`src/design/ubsc_defs.svh`:
```
`ifndef UBSC_DEFS_SVH
`define UBSC_DEFS_SVH

// ----------------------------------------------------------------
// Status bit positions and timing
// ----------------------------------------------------------------
`define UBSC_TXST_BUSY_BIT 0
`define UBSC_TXST_FULL_BIT 1
`define UBSC_CLK_HZ 100000000
`define UBSC_BAUD_DEFAULT 115200
`define UBSC_DATA_BITS 8
`define UBSC_FIFO_DEPTH 4
`define UBSC_RXERR_OVERRUN_BIT 0
`define UBSC_RXERR_FRAMING_BIT 1
`define UBSC_RXERR_PARITY_BIT 2

`endif

```
`src/design/ubsc_pkg.sv`:
```
package ubsc_pkg;

   typedef enum logic [1:0] {
      UBSC_TX_IDLE = 2'b00,
      UBSC_TX_START = 2'b01,
      UBSC_TX_DATA = 2'b11,
      UBSC_TX_STOP = 2'b10
   } ubsc_tx_state_t;

   typedef enum logic [1:0] {
      UBSC_RX_IDLE = 2'b00,
      UBSC_RX_START = 2'b01,
      UBSC_RX_DATA = 2'b11,
      UBSC_RX_STOP = 2'b10
   } ubsc_rx_state_t;

   typedef struct packed {
      logic tx_buffer_full_flag;
      logic tx_shift_busy_flag;
   } ubsc_tx_status_t;

   typedef struct packed {
      logic parity;
      logic framing;
      logic overrun;
   } ubsc_rx_error_t;

endpackage

```
`src/design/ubsc_fifo.sv`:
```
`timescale 1ns/1ps
`default_nettype none

module ubsc_fifo #(
   parameter int WIDTH = 8,
   parameter int DEPTH = 4
) (
   input wire logic clk,
   input wire logic reset_n,
   input wire logic in_valid,
   output logic in_ready,
   input wire logic [WIDTH-1:0] in_data,
   output logic out_valid,
   input wire logic out_ready,
   output logic [WIDTH-1:0] out_data
);
   localparam int AW = (DEPTH > 1) ? $clog2(DEPTH) : 1;
   localparam int CW = $clog2(DEPTH + 1);

   logic [WIDTH-1:0] mem_q [DEPTH];
   logic [AW-1:0] wr_q, wr_d, rd_q, rd_d;
   logic [CW-1:0] cnt_q, cnt_d;
   logic push, pop;

   function automatic logic [AW-1:0] bump(input logic [AW-1:0] p);
      bump = (p == AW'(DEPTH - 1)) ? '0 : p + AW'(1);
   endfunction

   assign in_ready = (cnt_q != CW'(DEPTH));
   assign out_valid = (cnt_q != '0);
   assign out_data = mem_q[rd_q];
   assign push = in_valid && in_ready;
   assign pop = out_valid && out_ready;

   always_comb begin
      wr_d = push ? bump(wr_q) : wr_q;
      rd_d = pop ? bump(rd_q) : rd_q;
      cnt_d = cnt_q + CW'(push) - CW'(pop);
   end

   always_ff @(posedge clk or negedge reset_n) begin
      if (!reset_n) begin
         wr_q <= '0;
         rd_q <= '0;
         cnt_q <= '0;
      end else begin
         wr_q <= wr_d;
         rd_q <= rd_d;
         cnt_q <= cnt_d;
      end
   end

   // Storage has no reset; contents are qualified by the count.
   always_ff @(posedge clk) begin
      if (push) begin
         mem_q[wr_q] <= in_data;
      end
   end
endmodule

`default_nettype wire

```
`src/design/ubsc_uart.sv`:
```
`timescale 1ns/1ps
`default_nettype none
`include "ubsc_defs.svh"

// Behaviour
// - Buffer-full flag is bit 1 of the transmit status register.
// - Completion pulse is raised at the end of each transmitted frame.
// - With the buffer unread and the FIFO full, the next byte gives overrun; error status stays set.
// - Receiver checks exactly one stop bit, ignoring any second one.
// - Full/busy pair moves 10, 01, 11, 10, 01 during continuous sending.
module ubsc_uart #(
   parameter int BAUD_DIV = `UBSC_CLK_HZ / `UBSC_BAUD_DEFAULT,
   parameter int FIFO_DEPTH = `UBSC_FIFO_DEPTH
) (
   input wire logic clk,
   input wire logic reset_n,
   input wire logic [7:0] tx_buffer_register,
   input wire logic tx_write,
   output logic [1:0] tx_status_register,
   output logic tx_complete_interrupt,
   output logic txd,
   input wire logic rxd,
   input wire logic parity_enable,
   input wire logic parity_odd,
   output logic [7:0] rx_buffer_register,
   output logic rx_valid,
   output logic rx_ready_interrupt,
   input wire logic rx_read,
   output logic [2:0] rx_error_status_register,
   input wire logic rx_error_read,
   output logic rx_fifo_in_ready
);
   localparam int DW = 16;
   localparam logic [DW-1:0] DIV = DW'(BAUD_DIV - 1);
   localparam logic [DW-1:0] HALF = DW'(BAUD_DIV / 2 - 1);

   // ----------------------------------------------------------------
   // Transmit buffer and shifter
   // ----------------------------------------------------------------
   ubsc_pkg::ubsc_tx_state_t tx_st_q, tx_st_d;
   ubsc_pkg::ubsc_tx_status_t txs_q, txs_d;
   logic [7:0] tbuf_q, tbuf_d, tsh_q, tsh_d;
   logic [DW-1:0] tcnt_q, tcnt_d;
   logic [2:0] tbit_q, tbit_d;
   logic txd_q, txd_d, tdone_q, tdone_d;

   always_comb begin
      tx_st_d = tx_st_q;
      txs_d = txs_q;
      tbuf_d = tbuf_q;
      tsh_d = tsh_q;
      tcnt_d = (tcnt_q == '0) ? DIV : tcnt_q - DW'(1);
      tbit_d = tbit_q;
      txd_d = txd_q;
      tdone_d = 1'b0;
      // A write while full overwrites the held byte; software must wait.
      if (tx_write) begin
         tbuf_d = tx_buffer_register;
         txs_d.tx_buffer_full_flag = 1'b1;
      end
      case (tx_st_q)
         ubsc_pkg::UBSC_TX_IDLE: begin
            txd_d = 1'b1;
            if (txs_q.tx_buffer_full_flag) begin
               tsh_d = tbuf_q;
               txs_d.tx_buffer_full_flag = tx_write;
               txs_d.tx_shift_busy_flag = 1'b1;
               tcnt_d = DIV;
               txd_d = 1'b0;
               tx_st_d = ubsc_pkg::UBSC_TX_START;
            end
         end
         ubsc_pkg::UBSC_TX_START: begin
            if (tcnt_q == '0) begin
               txd_d = tsh_q[0];
               tbit_d = '0;
               tx_st_d = ubsc_pkg::UBSC_TX_DATA;
            end
         end
         ubsc_pkg::UBSC_TX_DATA: begin
            if (tcnt_q == '0) begin
               if (tbit_q == 3'h7) begin
                  txd_d = 1'b1;
                  tx_st_d = ubsc_pkg::UBSC_TX_STOP;
               end else begin
                  tsh_d = {1'b0, tsh_q[7:1]};
                  txd_d = tsh_q[1];
                  tbit_d = tbit_q + 3'h1;
               end
            end
         end
         ubsc_pkg::UBSC_TX_STOP: begin
            if (tcnt_q == '0) begin
               // Busy drops only once the stop bit has fully gone out.
               txs_d.tx_shift_busy_flag = 1'b0;
               tdone_d = 1'b1;
               tx_st_d = ubsc_pkg::UBSC_TX_IDLE;
            end
         end
         default: tx_st_d = ubsc_pkg::UBSC_TX_IDLE;
      endcase
   end

   always_ff @(posedge clk or negedge reset_n) begin
      if (!reset_n) begin
         tx_st_q <= ubsc_pkg::UBSC_TX_IDLE;
         txs_q <= '0;
         tbuf_q <= '0;
         tsh_q <= '0;
         tcnt_q <= '0;
         tbit_q <= '0;
         txd_q <= 1'b1;
         tdone_q <= 1'b0;
      end else begin
         tx_st_q <= tx_st_d;
         txs_q <= txs_d;
         tbuf_q <= tbuf_d;
         tsh_q <= tsh_d;
         tcnt_q <= tcnt_d;
         tbit_q <= tbit_d;
         txd_q <= txd_d;
         tdone_q <= tdone_d;
      end
   end

   assign tx_status_register[`UBSC_TXST_FULL_BIT] = txs_q.tx_buffer_full_flag;
   assign tx_status_register[`UBSC_TXST_BUSY_BIT] = txs_q.tx_shift_busy_flag;
   assign tx_complete_interrupt = tdone_q;
   assign txd = txd_q;

   // ----------------------------------------------------------------
   // Receiver
   // ----------------------------------------------------------------
   logic rx_m_q, rx_s_q;
   ubsc_pkg::ubsc_rx_state_t rx_st_q, rx_st_d;
   logic [DW-1:0] rcnt_q, rcnt_d;
   logic [3:0] rbit_q, rbit_d;
   logic [8:0] rsh_q, rsh_d;
   logic rpush_q, rpush_d, rfe_q, rfe_d, rpe_q, rpe_d;
   logic [3:0] nbits;

   assign nbits = parity_enable ? 4'h9 : 4'h8;

   always_comb begin
      rx_st_d = rx_st_q;
      rcnt_d = (rcnt_q == '0) ? DIV : rcnt_q - DW'(1);
      rbit_d = rbit_q;
      rsh_d = rsh_q;
      rpush_d = 1'b0;
      rfe_d = rfe_q;
      rpe_d = rpe_q;
      case (rx_st_q)
         ubsc_pkg::UBSC_RX_IDLE: begin
            if (!rx_s_q) begin
               rcnt_d = HALF;
               rx_st_d = ubsc_pkg::UBSC_RX_START;
            end
         end
         ubsc_pkg::UBSC_RX_START: begin
            if (rcnt_q == '0) begin
               rbit_d = '0;
               rx_st_d = rx_s_q ? ubsc_pkg::UBSC_RX_IDLE : ubsc_pkg::UBSC_RX_DATA;
            end
         end
         ubsc_pkg::UBSC_RX_DATA: begin
            if (rcnt_q == '0) begin
               rsh_d = parity_enable ? {rx_s_q, rsh_q[8:1]} : {1'b0, rx_s_q, rsh_q[7:1]};
               rbit_d = rbit_q + 4'h1;
               if (rbit_q == nbits - 4'h1) begin
                  rx_st_d = ubsc_pkg::UBSC_RX_STOP;
               end
            end
         end
         ubsc_pkg::UBSC_RX_STOP: begin
            // Only one stop bit is sampled; a second one is just idle line.
            if (rcnt_q == '0) begin
               rfe_d = !rx_s_q;
               rpe_d = parity_enable && ((^rsh_q) != parity_odd);
               rpush_d = 1'b1;
               rx_st_d = ubsc_pkg::UBSC_RX_IDLE;
            end
         end
         default: rx_st_d = ubsc_pkg::UBSC_RX_IDLE;
      endcase
   end

   always_ff @(posedge clk or negedge reset_n) begin
      if (!reset_n) begin
         rx_m_q <= 1'b1;
         rx_s_q <= 1'b1;
         rx_st_q <= ubsc_pkg::UBSC_RX_IDLE;
         rcnt_q <= '0;
         rbit_q <= '0;
         rsh_q <= '0;
         rpush_q <= 1'b0;
         rfe_q <= 1'b0;
         rpe_q <= 1'b0;
      end else begin
         rx_m_q <= rxd;
         rx_s_q <= rx_m_q;
         rx_st_q <= rx_st_d;
         rcnt_q <= rcnt_d;
         rbit_q <= rbit_d;
         rsh_q <= rsh_d;
         rpush_q <= rpush_d;
         rfe_q <= rfe_d;
         rpe_q <= rpe_d;
      end
   end

   // ----------------------------------------------------------------
   // Receive FIFO and error status
   // ----------------------------------------------------------------
   // A full FIFO stands for a buffer software left unread; the byte is dropped.
   logic [7:0] fdata, rbuf_q, rbuf_d;
   logic fvalid, fin_ready, fpop, rvalid_q, rvalid_d;
   ubsc_pkg::ubsc_rx_error_t err_q, err_d;

   ubsc_fifo #(.WIDTH(8), .DEPTH(FIFO_DEPTH)) u_fifo (
      .clk(clk),
      .reset_n(reset_n),
      .in_valid(rpush_q),
      .in_ready(fin_ready),
      .in_data(rsh_q[7:0]),
      .out_valid(fvalid),
      .out_ready(fpop),
      .out_data(fdata)
   );

   assign fpop = fvalid && (!rvalid_q || rx_read);

   always_comb begin
      rbuf_d = fpop ? fdata : rbuf_q;
      rvalid_d = fpop ? 1'b1 : (rx_read ? 1'b0 : rvalid_q);
      err_d = rx_error_read ? '0 : err_q;
      // Set wins over the read clear; errors persist until read.
      if (rpush_q) begin
         if (!fin_ready) begin
            err_d.overrun = 1'b1;
         end
         if (rfe_q) begin
            err_d.framing = 1'b1;
         end
         if (rpe_q) begin
            err_d.parity = 1'b1;
         end
      end
   end

   always_ff @(posedge clk or negedge reset_n) begin
      if (!reset_n) begin
         rbuf_q <= '0;
         rvalid_q <= 1'b0;
         err_q <= '0;
      end else begin
         rbuf_q <= rbuf_d;
         rvalid_q <= rvalid_d;
         err_q <= err_d;
      end
   end

   assign rx_buffer_register = rbuf_q;
   assign rx_valid = rvalid_q;
   assign rx_ready_interrupt = rvalid_q;
   assign rx_error_status_register = err_q;
   assign rx_fifo_in_ready = fin_ready;

   // ----------------------------------------------------------------
   // Checks
   // ----------------------------------------------------------------
   property p_full_on_write;
      @(posedge clk) disable iff (!reset_n) tx_write |=> tx_status_register[1];
   endproperty
   a_full_on_write: assert property (p_full_on_write) else $error("full not set");

   property p_pair_order;
      @(posedge clk) disable iff (!reset_n)
         (tx_status_register == 2'b10) |=> (tx_status_register inside {2'b10, 2'b11, 2'b01});
   endproperty
   a_pair_order: assert property (p_pair_order) else $error("bad flag order");

   property p_done_busy;
      @(posedge clk) disable iff (!reset_n)
         tx_complete_interrupt |-> !tx_status_register[0] && $past(tx_status_register[0]);
   endproperty
   a_done_busy: assert property (p_done_busy) else $error("completion w/o busy end");

   property p_stop_high;
      @(posedge clk) disable iff (!reset_n) tx_complete_interrupt |-> txd && $past(txd);
   endproperty
   a_stop_high: assert property (p_stop_high) else $error("stop bit not high");

   property p_overrun;
      @(posedge clk) disable iff (!reset_n) (rpush_q && !fin_ready) |=> err_q.overrun;
   endproperty
   a_overrun: assert property (p_overrun) else $error("overrun missed");

   property p_err_hold;
      @(posedge clk) disable iff (!reset_n)
         (err_q != '0 && !rx_error_read) |=> ((err_q & $past(err_q)) == $past(err_q));
   endproperty
   a_err_hold: assert property (p_err_hold) else $error("error lost");

   property p_one_stop;
      @(posedge clk) disable iff (!reset_n) rpush_q |-> rx_st_q == ubsc_pkg::UBSC_RX_IDLE;
   endproperty
   a_one_stop: assert property (p_one_stop) else $error("extra stop checked");

   property p_status_bit;
      @(posedge clk) disable iff (!reset_n) tx_status_register[1] == txs_q.tx_buffer_full_flag;
   endproperty
   a_status_bit: assert property (p_status_bit) else $error("full bit misplaced");
endmodule

`default_nettype wire

```
`config.mk`:
```
export PLATFORM = sky130hd
export DESIGN_NAME = ubsc_uart
export DESIGN_NICKNAME = d
export VERILOG_FILES = /design/src/design/ubsc_pkg.sv /design/src/design/ubsc_fifo.sv /design/src/design/ubsc_uart.sv
export VERILOG_INCLUDE_DIRS = /design/src /design/src/design
export SDC_FILE = /design/constraint.sdc
export NUM_CORES = 1
export LEC_CHECK = 0
export BUFFER_PORTS_ARGS = -buffer_cell sky130_fd_sc_hd__buf_4
export CAP_MARGIN = 20
export CORE_ASPECT_RATIO = 0.9
export CORE_MARGIN = 3
export CORE_UTILIZATION = 54
export CTS_CLUSTER_SIZE = 16
export DETAILED_ROUTE_END_ITERATION = 8
export HOLD_SLACK_MARGIN = 0.08
export PLACE_DENSITY = 0.75
export SYNTH_ARGS = -nofsm -noshare
export SYNTH_HDL_FRONTEND = slang
export SYNTH_SLANG_ARGS = --single-unit
```
`constraint.sdc`:
```
create_clock -name clk -period 2.05 [get_ports clk]
set_input_delay 0.41 -clock clk [delete_from_list [all_inputs] [get_ports clk]]
set_output_delay 0.41 -clock clk [all_outputs]
set_load 0.02 [all_outputs]
```
==> flow_summary.ini, run 1 <==
[routing]
routedWlPerCell_um = 16.55
via_per_inst = 5.525
remaining_drc_errors = 0
drtIter0Drc = 235
dr.pass1.iters = 4
vias = 3718
wirelength_um = 11140
ant_nets = 0

[run_status]
status = finished clean

[yosys]
yosys_warnings = 0
synth_cell_types = 54
yosysMostFrequentCell = dfrtp_1
syn-instance-count = 456
synth_seq_area_share_pct = 59.46
syn_area_um2 = 5663
synth_edf_count = 32
synth_top_area_share_pct = 41.10
async_flop_share_pct = 75.00
syn_area_per_cell_um2 = 12.42
synth-main-ff-cell = dfrtp_1
yosysTopAreaCell = dfrtp_1
synth_nets = 486
yosys-top-cells-count = dfrtp_1 (93), nand2_1 (46), nor2_1 (42), edfxtp_1 (32), o21ai_0 (22)
ys_ff_latch = 128
synth_area_leaders = dfrtp_1 (41%), edfxtp_1 (17%), mux2_2 (3.6%), mux4_2 (3.2%), nand2_1 (3.0%)

[clock_network]
root_buffer = clkbuf_16
cts_tree = built
htree_levels = 4
clk_latency_ns = 0.41
path_clk_slew_ns = 0.05
cts.sinks = 128
numCtsBuffers = 17
cts_buffer_depth = 2

[worst_setup_path]
timing.rr.end = rsh_q[5]$_DFFE_PN0P_
worst-r2r-cell-count = 7
startpoint_type = flop
arrival_ns = 2.32
critPathKind = reg -> reg
crit_required_ns = 2.33
reg2reg_slack_ns = 0.02
crit_fanout = 11
critPathCaptureType = flop
worstReg2RegStart = rcnt_q[0]$_DFF_PN0_

[power]
powerDensity_nw_per_um2 = 897.4
leakage_nw = 2.927
peakVddDrop_v = 0.0007463

[layout]
utilization_pct = 70.14
multi_input_area_um2 = 2242
diodes = 0
seq_area_um2 = 3367
drive_above_1_share_pct = 29.25
finalNetCount = 564
areaGrowthSynthToFinish_pct = 23.29
num-fill-cells = 674

[timing]
setup_violations = 0
holdWs_ns = 0.1120
hold_viol = 0
worstMarginPinSlew_ns = 0.5765
max_slew_margin_pct = 61.56
final_max_slew_viol_count = 0
fmax_mhz = 491.6
fin_crit_sh_pct = 99.22
layout_min_cycle_time_ns = 2.034
rsz0062_at_grt = true
skew_ns = 0.01332

[job]
drv_cap = 0

[placement]
place_hpwl_um = 7199
io_buffers = 33
gp_congestion = 0.8332

[global_routing]
antenna_found_initial = 0
grtUsageTotal_pct = 20.31
grt_pass1_vias = 3856
grt_pass1_wl_um = 18530
grt_max_degree = 39
gr-total-overflow = 0

[min_path]
min_from = rxd
min_path_cells = 1
whs_endpoint = rx_m_q$_DFF_PN1_
hp-class = in -> reg

[floorplanning]
core-area_um2 = 9955
fp.dieArea_um2 = 11750
start_util_pct = 56.89
ioPinCount = 34
die_h_um = 103.2
die_w_um = 113.9
rows = 34
## layer usage
layer / vias to the layer above / share of wire [%] / GRT usage (%)
met4: 0 / 0.85 / 7.215
met1: 1876 / 43 / 25.73
met3: 6 / 3.8 / 5.223
met2: 66 / 52 / 34.29
met5: - / 0 / 0
li1: 1770 / - / -
## where the power goes
group / internal, W / leakage, nW / switching (W) / total (W)
logic: 0.000258 / 1.26 / 0.000207 / 0.000465
clock network: 0.00190 / 0.277 / 0.00106 / 0.00296
registers: 0.00269 / 1.39 / 0.000143 / 0.00284
## worst max-delay path, cell delays in order, from the launching register on
cell and delay [ns]:
dfrtp_1 0.38, inv_2 0.08, ha_4 0.13, or3b_4 0.38, nor4_4 0.26, nand4_2 0.17, buf_12 0.20, mux2_4 0.30
## sequential cells by signal, indices dropped and copies added, names as in the netlist, 2 cells and up
signal	flops
rcnt_q	16
u_fifo.mem_q	32
tx_st_q	2
u_fifo.cnt_q	3
u_fifo.rd_q	2
rbit_q	4
rsh_q	9
tx_status_register	2
rx_error_status_register	3
tbuf_q	8
rx_buffer_register	8
u_fifo.wr_q	2
tbit_q	3
tsh_q	8
rx_st_q	2
tcnt_q	16
## final cells by class
class | count | share of cell area, %
multi-input cells | 296 | 32.11
flip-flops and latches | 128 | 48.23
clock inverters | 11 | 1.989
clock buffers | 21 | 6.308
inverters | 20 | 1.075
repair buffers | 71 | 8.029
well taps | 126 | 2.258
## repair_timing
action | in CTS | in global routing
setup buffers | 1 | 3
endpoints found under the setup margin | 11 | 21
gates resized for setup | 4 | 14
pin swaps | 0 | 3
endpoints found under the hold margin | 33 | 0
hold buffers | 1 | 0
## stage by stage
step | cell area (um2) | setup TNS, ns | cells | worst slack (ns) | power [W]
floorplan | 5663 | 0 | 456 | 0.001263 | 0.003183
global placement | 6282 | 0 | 636 | 0.04757 | 0.003332
detailed placement | 6282 | -0.03815 | 636 | -0.02901 | 0.003356
CTS | 6897 | 0 | 670 | 0.02476 | 0.006311
global route | 6982 | -0.2112 | 673 | -0.03374 | 0.006519
finish | 6982 | 0 | 673 | 0.01601 | 0.006265
## placed cells by master (no fill, tap or decap), types with 12 or more instances in the layout
| master | netlist | routed |
|---|---|---|
| dfrtp_1 | 93 | 93 |
| buf_4 | 1 | 68 |
| nand2_1 | 46 | 45 |
| nor2_1 | 42 | 42 |
| edfxtp_1 | 32 | 32 |
| o21ai_0 | 22 | 21 |
| inv_1 | 20 | 18 |
| xnor2_1 | 18 | 18 |
| mux2_2 | 18 | 18 |
| a21oi_1 | 18 | 17 |
| clkbuf_16 | 0 | 17 |
| xor2_1 | 15 | 15 |
| ha_1 | 13 | 12 |
## how the worst max path moves through the flow
stage	start	endpoint	slack (ns)
2_1_floorplan	rcnt_q[10]$_DFF_PN0_	rsh_q[1]$_DFFE_PN0P_	0.001
3_3_place_gp	rcnt_q[0]$_DFF_PN0_	rsh_q[3]$_DFFE_PN0P_	0.05
3_5_place_dp	rcnt_q[11]$_DFF_PN0_	rfe_q$_DFFE_PN0P_	-0.03
4_1_cts	rcnt_q[10]$_DFF_PN0_	rsh_q[5]$_DFFE_PN0P_	0.02
5_1_grt	rcnt_q[4]$_DFF_PN0_	rsh_q[3]$_DFFE_PN0P_	-0.03
6_report	rcnt_q[0]$_DFF_PN0_	rsh_q[5]$_DFFE_PN0P_	0.02
## cells by family (layout without fill, tap and decap cells)
| family | count (synthesis) | count (layout) | share of synthesized area, % |
|---|---|---|---|
| AOI/OAI and AO/OA | 61 | 61 | 6.385 |
| and+or+nand+nor | 153 | 153 | 14.36 |
| buffers and inverters | 32 | 123 | 2.364 |
| muxes | 34 | 34 | 8.705 |
| DFF | 128 | 128 | 59.46 |
| xor gates and xnor gates | 34 | 34 | 5.502 |
| adders and majority gates | 14 | 14 | 3.226 |
Power figures use the tool's default switching activity.
==> inputs of run 2 (changes only) <==
- REMOVE_ABC_BUFFERS: default -> 1
==> run 2 against run 1 <==
Compared with the run above:
- the flow now finishes with violations (negative setup slack)
- critical path depth unchanged
- routed wire length rose by 4.4%
- total power shrank 4.1%
- combinational power increased by 5.4%
- core utilization decreased by 0.50 points
- flip-flop and latch count is the same
- largest power group is now sequential cells
==> flow_summary.ini, run 2 (synthesized netlist as in run 1, its figures left out) <==
[min_path]
whs_endpoint = rx_m_q$_DFF_PN1_
min_path_cells = 1
hp-class = in -> reg
min_from = rxd

[clock_network]
root_buffer = clkbuf_16
htree_levels = 4
path_clk_slew_ns = 0.05
numCtsBuffers = 17
cts.sinks = 128
cts_buffer_depth = 2
clk_latency_ns = 0.41
cts_tree = built

[routing]
ant_nets = 0
routedWlPerCell_um = 17.30
wirelength_um = 11630
vias = 3802
remaining_drc_errors = 0
drtIter0Drc = 219
via_per_inst = 5.658
dr.pass1.iters = 4

[layout]
largestRegisters = u_fifo.mem_q x32, rcnt_q x16, tcnt_q x16
utilization_pct = 69.63
largest_register = u_fifo.mem_q
largest_reg_flops = 32
layout_commonest_cell = dfrtp_1
diodes = 0
finalNetCount = 563
fin_cells = 672
layout_common_cells = dfrtp_1 (93), buf_4 (66), nand2_1 (44)
drive_above_1_share_pct = 28.75
areaGrowthSynthToFinish_pct = 22.40

[placement]
gp_congestion = 0.8102
place_hpwl_um = 7025
dp.cells = 635
io_buffers = 33

[timing]
hold_viol = 0
max_slew_margin_pct = 59.67
fin_ws_ns = -0.01521
layout_min_cycle_time_ns = 2.065
setup_violations = 6
worstMarginPinSlew_ns = 0.6049
rsz0062_at_grt = true
skew_ns = 0.007983
fmax_mhz = 484.2
fin_crit_sh_pct = 100.7
final_max_slew_viol_count = 0

[worst_setup_path]
worst-r2r-cell-count = 7
worstReg2RegStart = rcnt_q[0]$_DFF_PN0_
arrival_ns = 2.36
reg2reg_slack_ns = -0.02
crit_required_ns = 2.34
startpoint_type = flop
timing.rr.end = rsh_q[2]$_DFFE_PN0P_
critPathKind = reg -> reg
critPathCaptureType = flop
crit_fanout = 11

[power]
leakage_nw = 2.902
powerDensity_nw_per_um2 = 867.2
peakVddDrop_v = 0.0008680

[global_routing]
grt_pass1_vias = 3890
grt_pass1_wl_um = 19000
grtUsageTotal_pct = 20.87
antenna_found_initial = 0
grt_max_degree = 47
gr-total-overflow = 0

[floorplanning]
fp.dieArea_um2 = 11750
start_util_pct = 56.89
die_h_um = 103.2
core-area_um2 = 9955
die_w_um = 113.9
ioPinCount = 34
rows = 34

[job]
drv_cap = 0

[run_status]
violations = negative setup slack
status = finished with violations
[run 2: cell count changes in the layout (fill, tap and decap cells not counted), moves of 2 or more]
cell / change
clkbuf_1: +2
buf_4: -2
bufinv_16: -3
clkbuf_8: +3
[run 2: per-layer routing]
metal | track usage [%] | wire length [um] | up-vias
met5 | 0 | 0 | -
met4 | 8.767 | 279 | 0
met3 | 5.282 | 507 | 29
met2 | 34.11 | 5874 | 98
met1 | 26.89 | 4963 | 1910
li1 | - | - | 1765
[run 2: metrics by stage]
| stage | setup TNS, ns | hold WS, ns | total power (W) | area (um2) | setup slack (ns) |
|---|---|---|---|---|---|
| 2_1_floorplan | -1.194 | 0.1144 | 0.003158 | 5604 | -0.1843 |
| 3_3_place_gp | 0 | 0.3468 | 0.003346 | 6275 | 0.02408 |
| 3_5_place_dp | -0.2359 | 0.3509 | 0.003379 | 6275 | -0.05810 |
| 4_1_cts | 0 | 0.09296 | 0.006059 | 6830 | 0.002051 |
| 5_1_grt | -0.5927 | 0.09530 | 0.006247 | 6932 | -0.06258 |
| 6_report | -0.05088 | 0.1055 | 0.006011 | 6932 | -0.01521 |
[run 2: how the worst max path moves through the flow]
stage	start	to	slack, ns	cells past startpoint
finish	rcnt_q[0]$_DFF_PN0_	rsh_q[2]$_DFFE_PN0P_	-0.02	7
global route	rcnt_q[1]$_DFF_PN0_	rbit_q[2]$_DFFE_PN0P_	-0.06	8
global placement	rcnt_q[10]$_DFF_PN0_	rfe_q$_DFFE_PN0P_	0.02	6
detailed placement	tcnt_q[6]$_DFF_PN0_	tsh_q[0]$_DFFE_PN0P_	-0.06	5
floorplan	rx_ready_interrupt$_DFFE_PN0P_	u_fifo.cnt_q[2]$_DFF_PN0_	-0.18	6
CTS	tcnt_q[6]$_DFF_PN0_	tbit_q[0]$_DFFE_PN0P_	0.002	5
[run 2: area by class of cell]
class	count	area [um2]
clock buffer	26	489.2
tap	126	157.7
fill	691	3023
multi-input combinational	296	2248
clock inverter	6	37.54
timing repair buffer	70	556.8
inverter	20	75.07
sequential	128	3367
[run 2: worst max-delay path: stages, from the launching register on]
cell	delay, ns
dfrtp_1	0.38
inv_2	0.09
ha_4	0.14
or3b_4	0.40
nor4_4	0.28
nand4_2	0.17
buf_12	0.19
mux2_4	0.29
[run 2: what timing repair did]
action,4_1_cts,5_1_grt
endpoints found under the setup margin,23,38
pin swaps,0,6
resized for setup,4,17
cloned,0,0
buffers inserted,0,4
hold buffers,1,0
hold endpoints to repair,30,0
[run 2: power breakdown]
group | internal (W) | total (W) | switching (W)
logic | 0.000267 | 0.000490 | 0.000223
clock network | 0.00163 | 0.00269 | 0.00105
registers | 0.00269 | 0.00284 | 0.000143
total | 0.00459 | 0.00601 | 0.00142
==> inputs of run 3 (changes only) <==
- SKIP_CTS_REPAIR_TIMING: default -> 1
==> run 3 against run 2 <==
Compared with the run above:
- the run now ends clean
- hold slack better by 0.0032 ns
- global-route usage is 0.23 points lower
- sequential power hardly changed
- core utilization hardly changed
- largest cell class unchanged
- non-clock buffer count is 1 higher
- largest power group unchanged
- highest routed layer unchanged
- clock skew is 0.0016 ns higher
- count of clock-buffer cells in the layout stayed put
==> flow_summary.ini, run 3 (synthesized netlist as in run 1, its figures left out) <==
[power]
total_power_w = 0.006004
leakage_nw = 2.904
cellInternalPower_w = 0.004594
peakVddDrop_v = 0.0008672
seqPwrFrac_pct = 47.2
p_sw_w = 0.001410
powerDensity_nw_per_um2 = 866.0
combinationalPowerShare_pct = 8.1
netSwitchingFraction_pct = 23.49
clock_power_share_pct = 44.6

[floorplanning]
rows = 34
die_w_um = 113.9
core-area_um2 = 9955
die_h_um = 103.2
ioPinCount = 34
start_util_pct = 56.89
fp.dieArea_um2 = 11750

[routing]
ant_nets = 0
routedWlPerCell_um = 16.84
dr.pass1.iters = 5
wirelength_um = 11330
via_per_inst = 5.666
remaining_drc_errors = 0
vias = 3813
drtIter0Drc = 209

[worst_setup_path]
worstReg2RegStart = tcnt_q[6]$_DFF_PN0_
max_stage_delay_ns = 0.59
critPathCaptureType = flop
reg2reg_slack_ns = 0.004
worst-r2r-cell-count = 5
startpoint_type = flop
arrival_ns = 2.39
crit_fanout = 4
crit_required_ns = 2.39
path_buf_inv = 0
cp_slowest_cell = or4_4
timing.rr.end = tbit_q[0]$_DFFE_PN0P_
crit_chain = or4_4 > nor4b_4 > nand3_2 > or4b_1 > nand3_1
critPathKind = reg -> reg
critPathTopFamily = simple AND/OR/NAND/NOR gates

[timing]
fin_crit_sh_pct = 99.81
setup_violations = 0
fin_ws_ns = 0.003976
setup_tns_ns = 0
hold_viol = 0
holdWs_ns = 0.1087
final_max_slew_viol_count = 0
rsz0062_at_grt = true
layout_min_cycle_time_ns = 2.046
worstMarginPinSlew_ns = 0.6005
fmax_mhz = 488.8
max_slew_margin_pct = 59.97
skew_ns = 0.009603

[clock_network]
root_buffer = clkbuf_16
htree_levels = 4
numCtsBuffers = 17
cts.sinks = 128
clk_latency_ns = 0.41
cts_tree = built
path_clk_slew_ns = 0.05
cts_buffer_depth = 2

[min_path]
whs_endpoint = rx_m_q$_DFF_PN1_
min_from = rxd
min_path_cells = 1
hp-class = in -> reg

[layout]
areaGrowthSynthToFinish_pct = 22.43
largest_register = u_fifo.mem_q
layout_commonest_cell = dfrtp_1
largest_reg_flops = 32
layout_common_cells = dfrtp_1 (93), buf_4 (68), nand2_1 (44)
drive_above_1_share_pct = 28.70
diodes = 0
finalNetCount = 564
largestRegisters = u_fifo.mem_q x32, rcnt_q x16, tcnt_q x16

[placement]
gp_congestion = 0.8102
io_buffers = 33
place_hpwl_um = 7025
post-place-ws_ns = -0.05810

[global_routing]
grt_max_degree = 47
grt_pass1_wl_um = 18820
grt_pass1_vias = 3875
antenna_found_initial = 0
grtUsageTotal_pct = 20.64
gr-total-overflow = 0

[run_status]
status = finished clean

[job]
drv_cap = 0
## run 3: changes by cell type in the layout (fill, tap and decap cells not counted), sizes merged
cell  change
buf       +1
## run 3: worst max-delay path by stage
stage                                    from                        end  slack [ns]  depth (start not counted)
4_1_cts                   tcnt_q[6]$_DFF_PN0_       tsh_q[0]$_DFFE_PN0P_       -0.14                          5
5_1_grt                   tcnt_q[6]$_DFF_PN0_      tbit_q[0]$_DFFE_PN0P_       -0.05                          5
6_report                  tcnt_q[6]$_DFF_PN0_      tbit_q[0]$_DFFE_PN0P_       0.004                          5
2_1_floorplan  rx_ready_interrupt$_DFFE_PN0P_  u_fifo.cnt_q[2]$_DFF_PN0_       -0.18                          6
3_5_place_dp              tcnt_q[6]$_DFF_PN0_       tsh_q[0]$_DFFE_PN0P_       -0.06                          5
3_3_place_gp             rcnt_q[10]$_DFF_PN0_          rfe_q$_DFFE_PN0P_        0.02                          6
## run 3: final cells by class
type | instances | area (um2)
well taps | 126 | 157.7
multi-input cells | 296 | 2246
flip-flops and latches | 128 | 3367
inverters | 20 | 75.07
repair buffers | 71 | 560.5
fillers | 685 | 3022
clock buffers | 26 | 489.2
clock inverters | 6 | 37.54
## run 3: per-layer routing
| layer | wire length, um | part of all wire, % | global-route usage, % | vias up |
|---|---|---|---|---|
| li1 | - | - | - | 1771 |
| met1 | 4767 | 42 | 26.77 | 1922 |
| met2 | 5779 | 51 | 33.57 | 93 |
| met3 | 525 | 4.6 | 5.223 | 27 |
| met4 | 259 | 2.3 | 8.584 | 0 |
| met5 | 0 | 0 | 0 | - |
## run 3: worst register-to-register path, cell delays in order (launching register included)
cell and delay [ns]:
dfrtp_1 0.37, or4_4 0.59, nor4b_4 0.32, nand3_2 0.11
or4b_1 0.48, nand3_1 0.10
## run 3: per-stage QoR
stage / instances / util, % / instance area, um2
final: 673 / 69.65 / 6933
after global routing: 673 / 69.65 / 6933
after CTS: 667 / 68.33 / 6802
after detailed placement: 635 / 63.03 / 6275
after global placement: 635 / 63.03 / 6275
after floorplan: 444 / - / 5604
## run 3: power by group through the flow
stage	clock (W)	sequential [W]	combinational, W
floorplan	0	0.00286	0.000302
global placement	0	0.00288	0.000467
detailed placement	0	0.00289	0.000492
CTS	0.00272	0.00284	0.000497
global route	0.00283	0.00286	0.000553
finish	0.00268	0.00284	0.000489
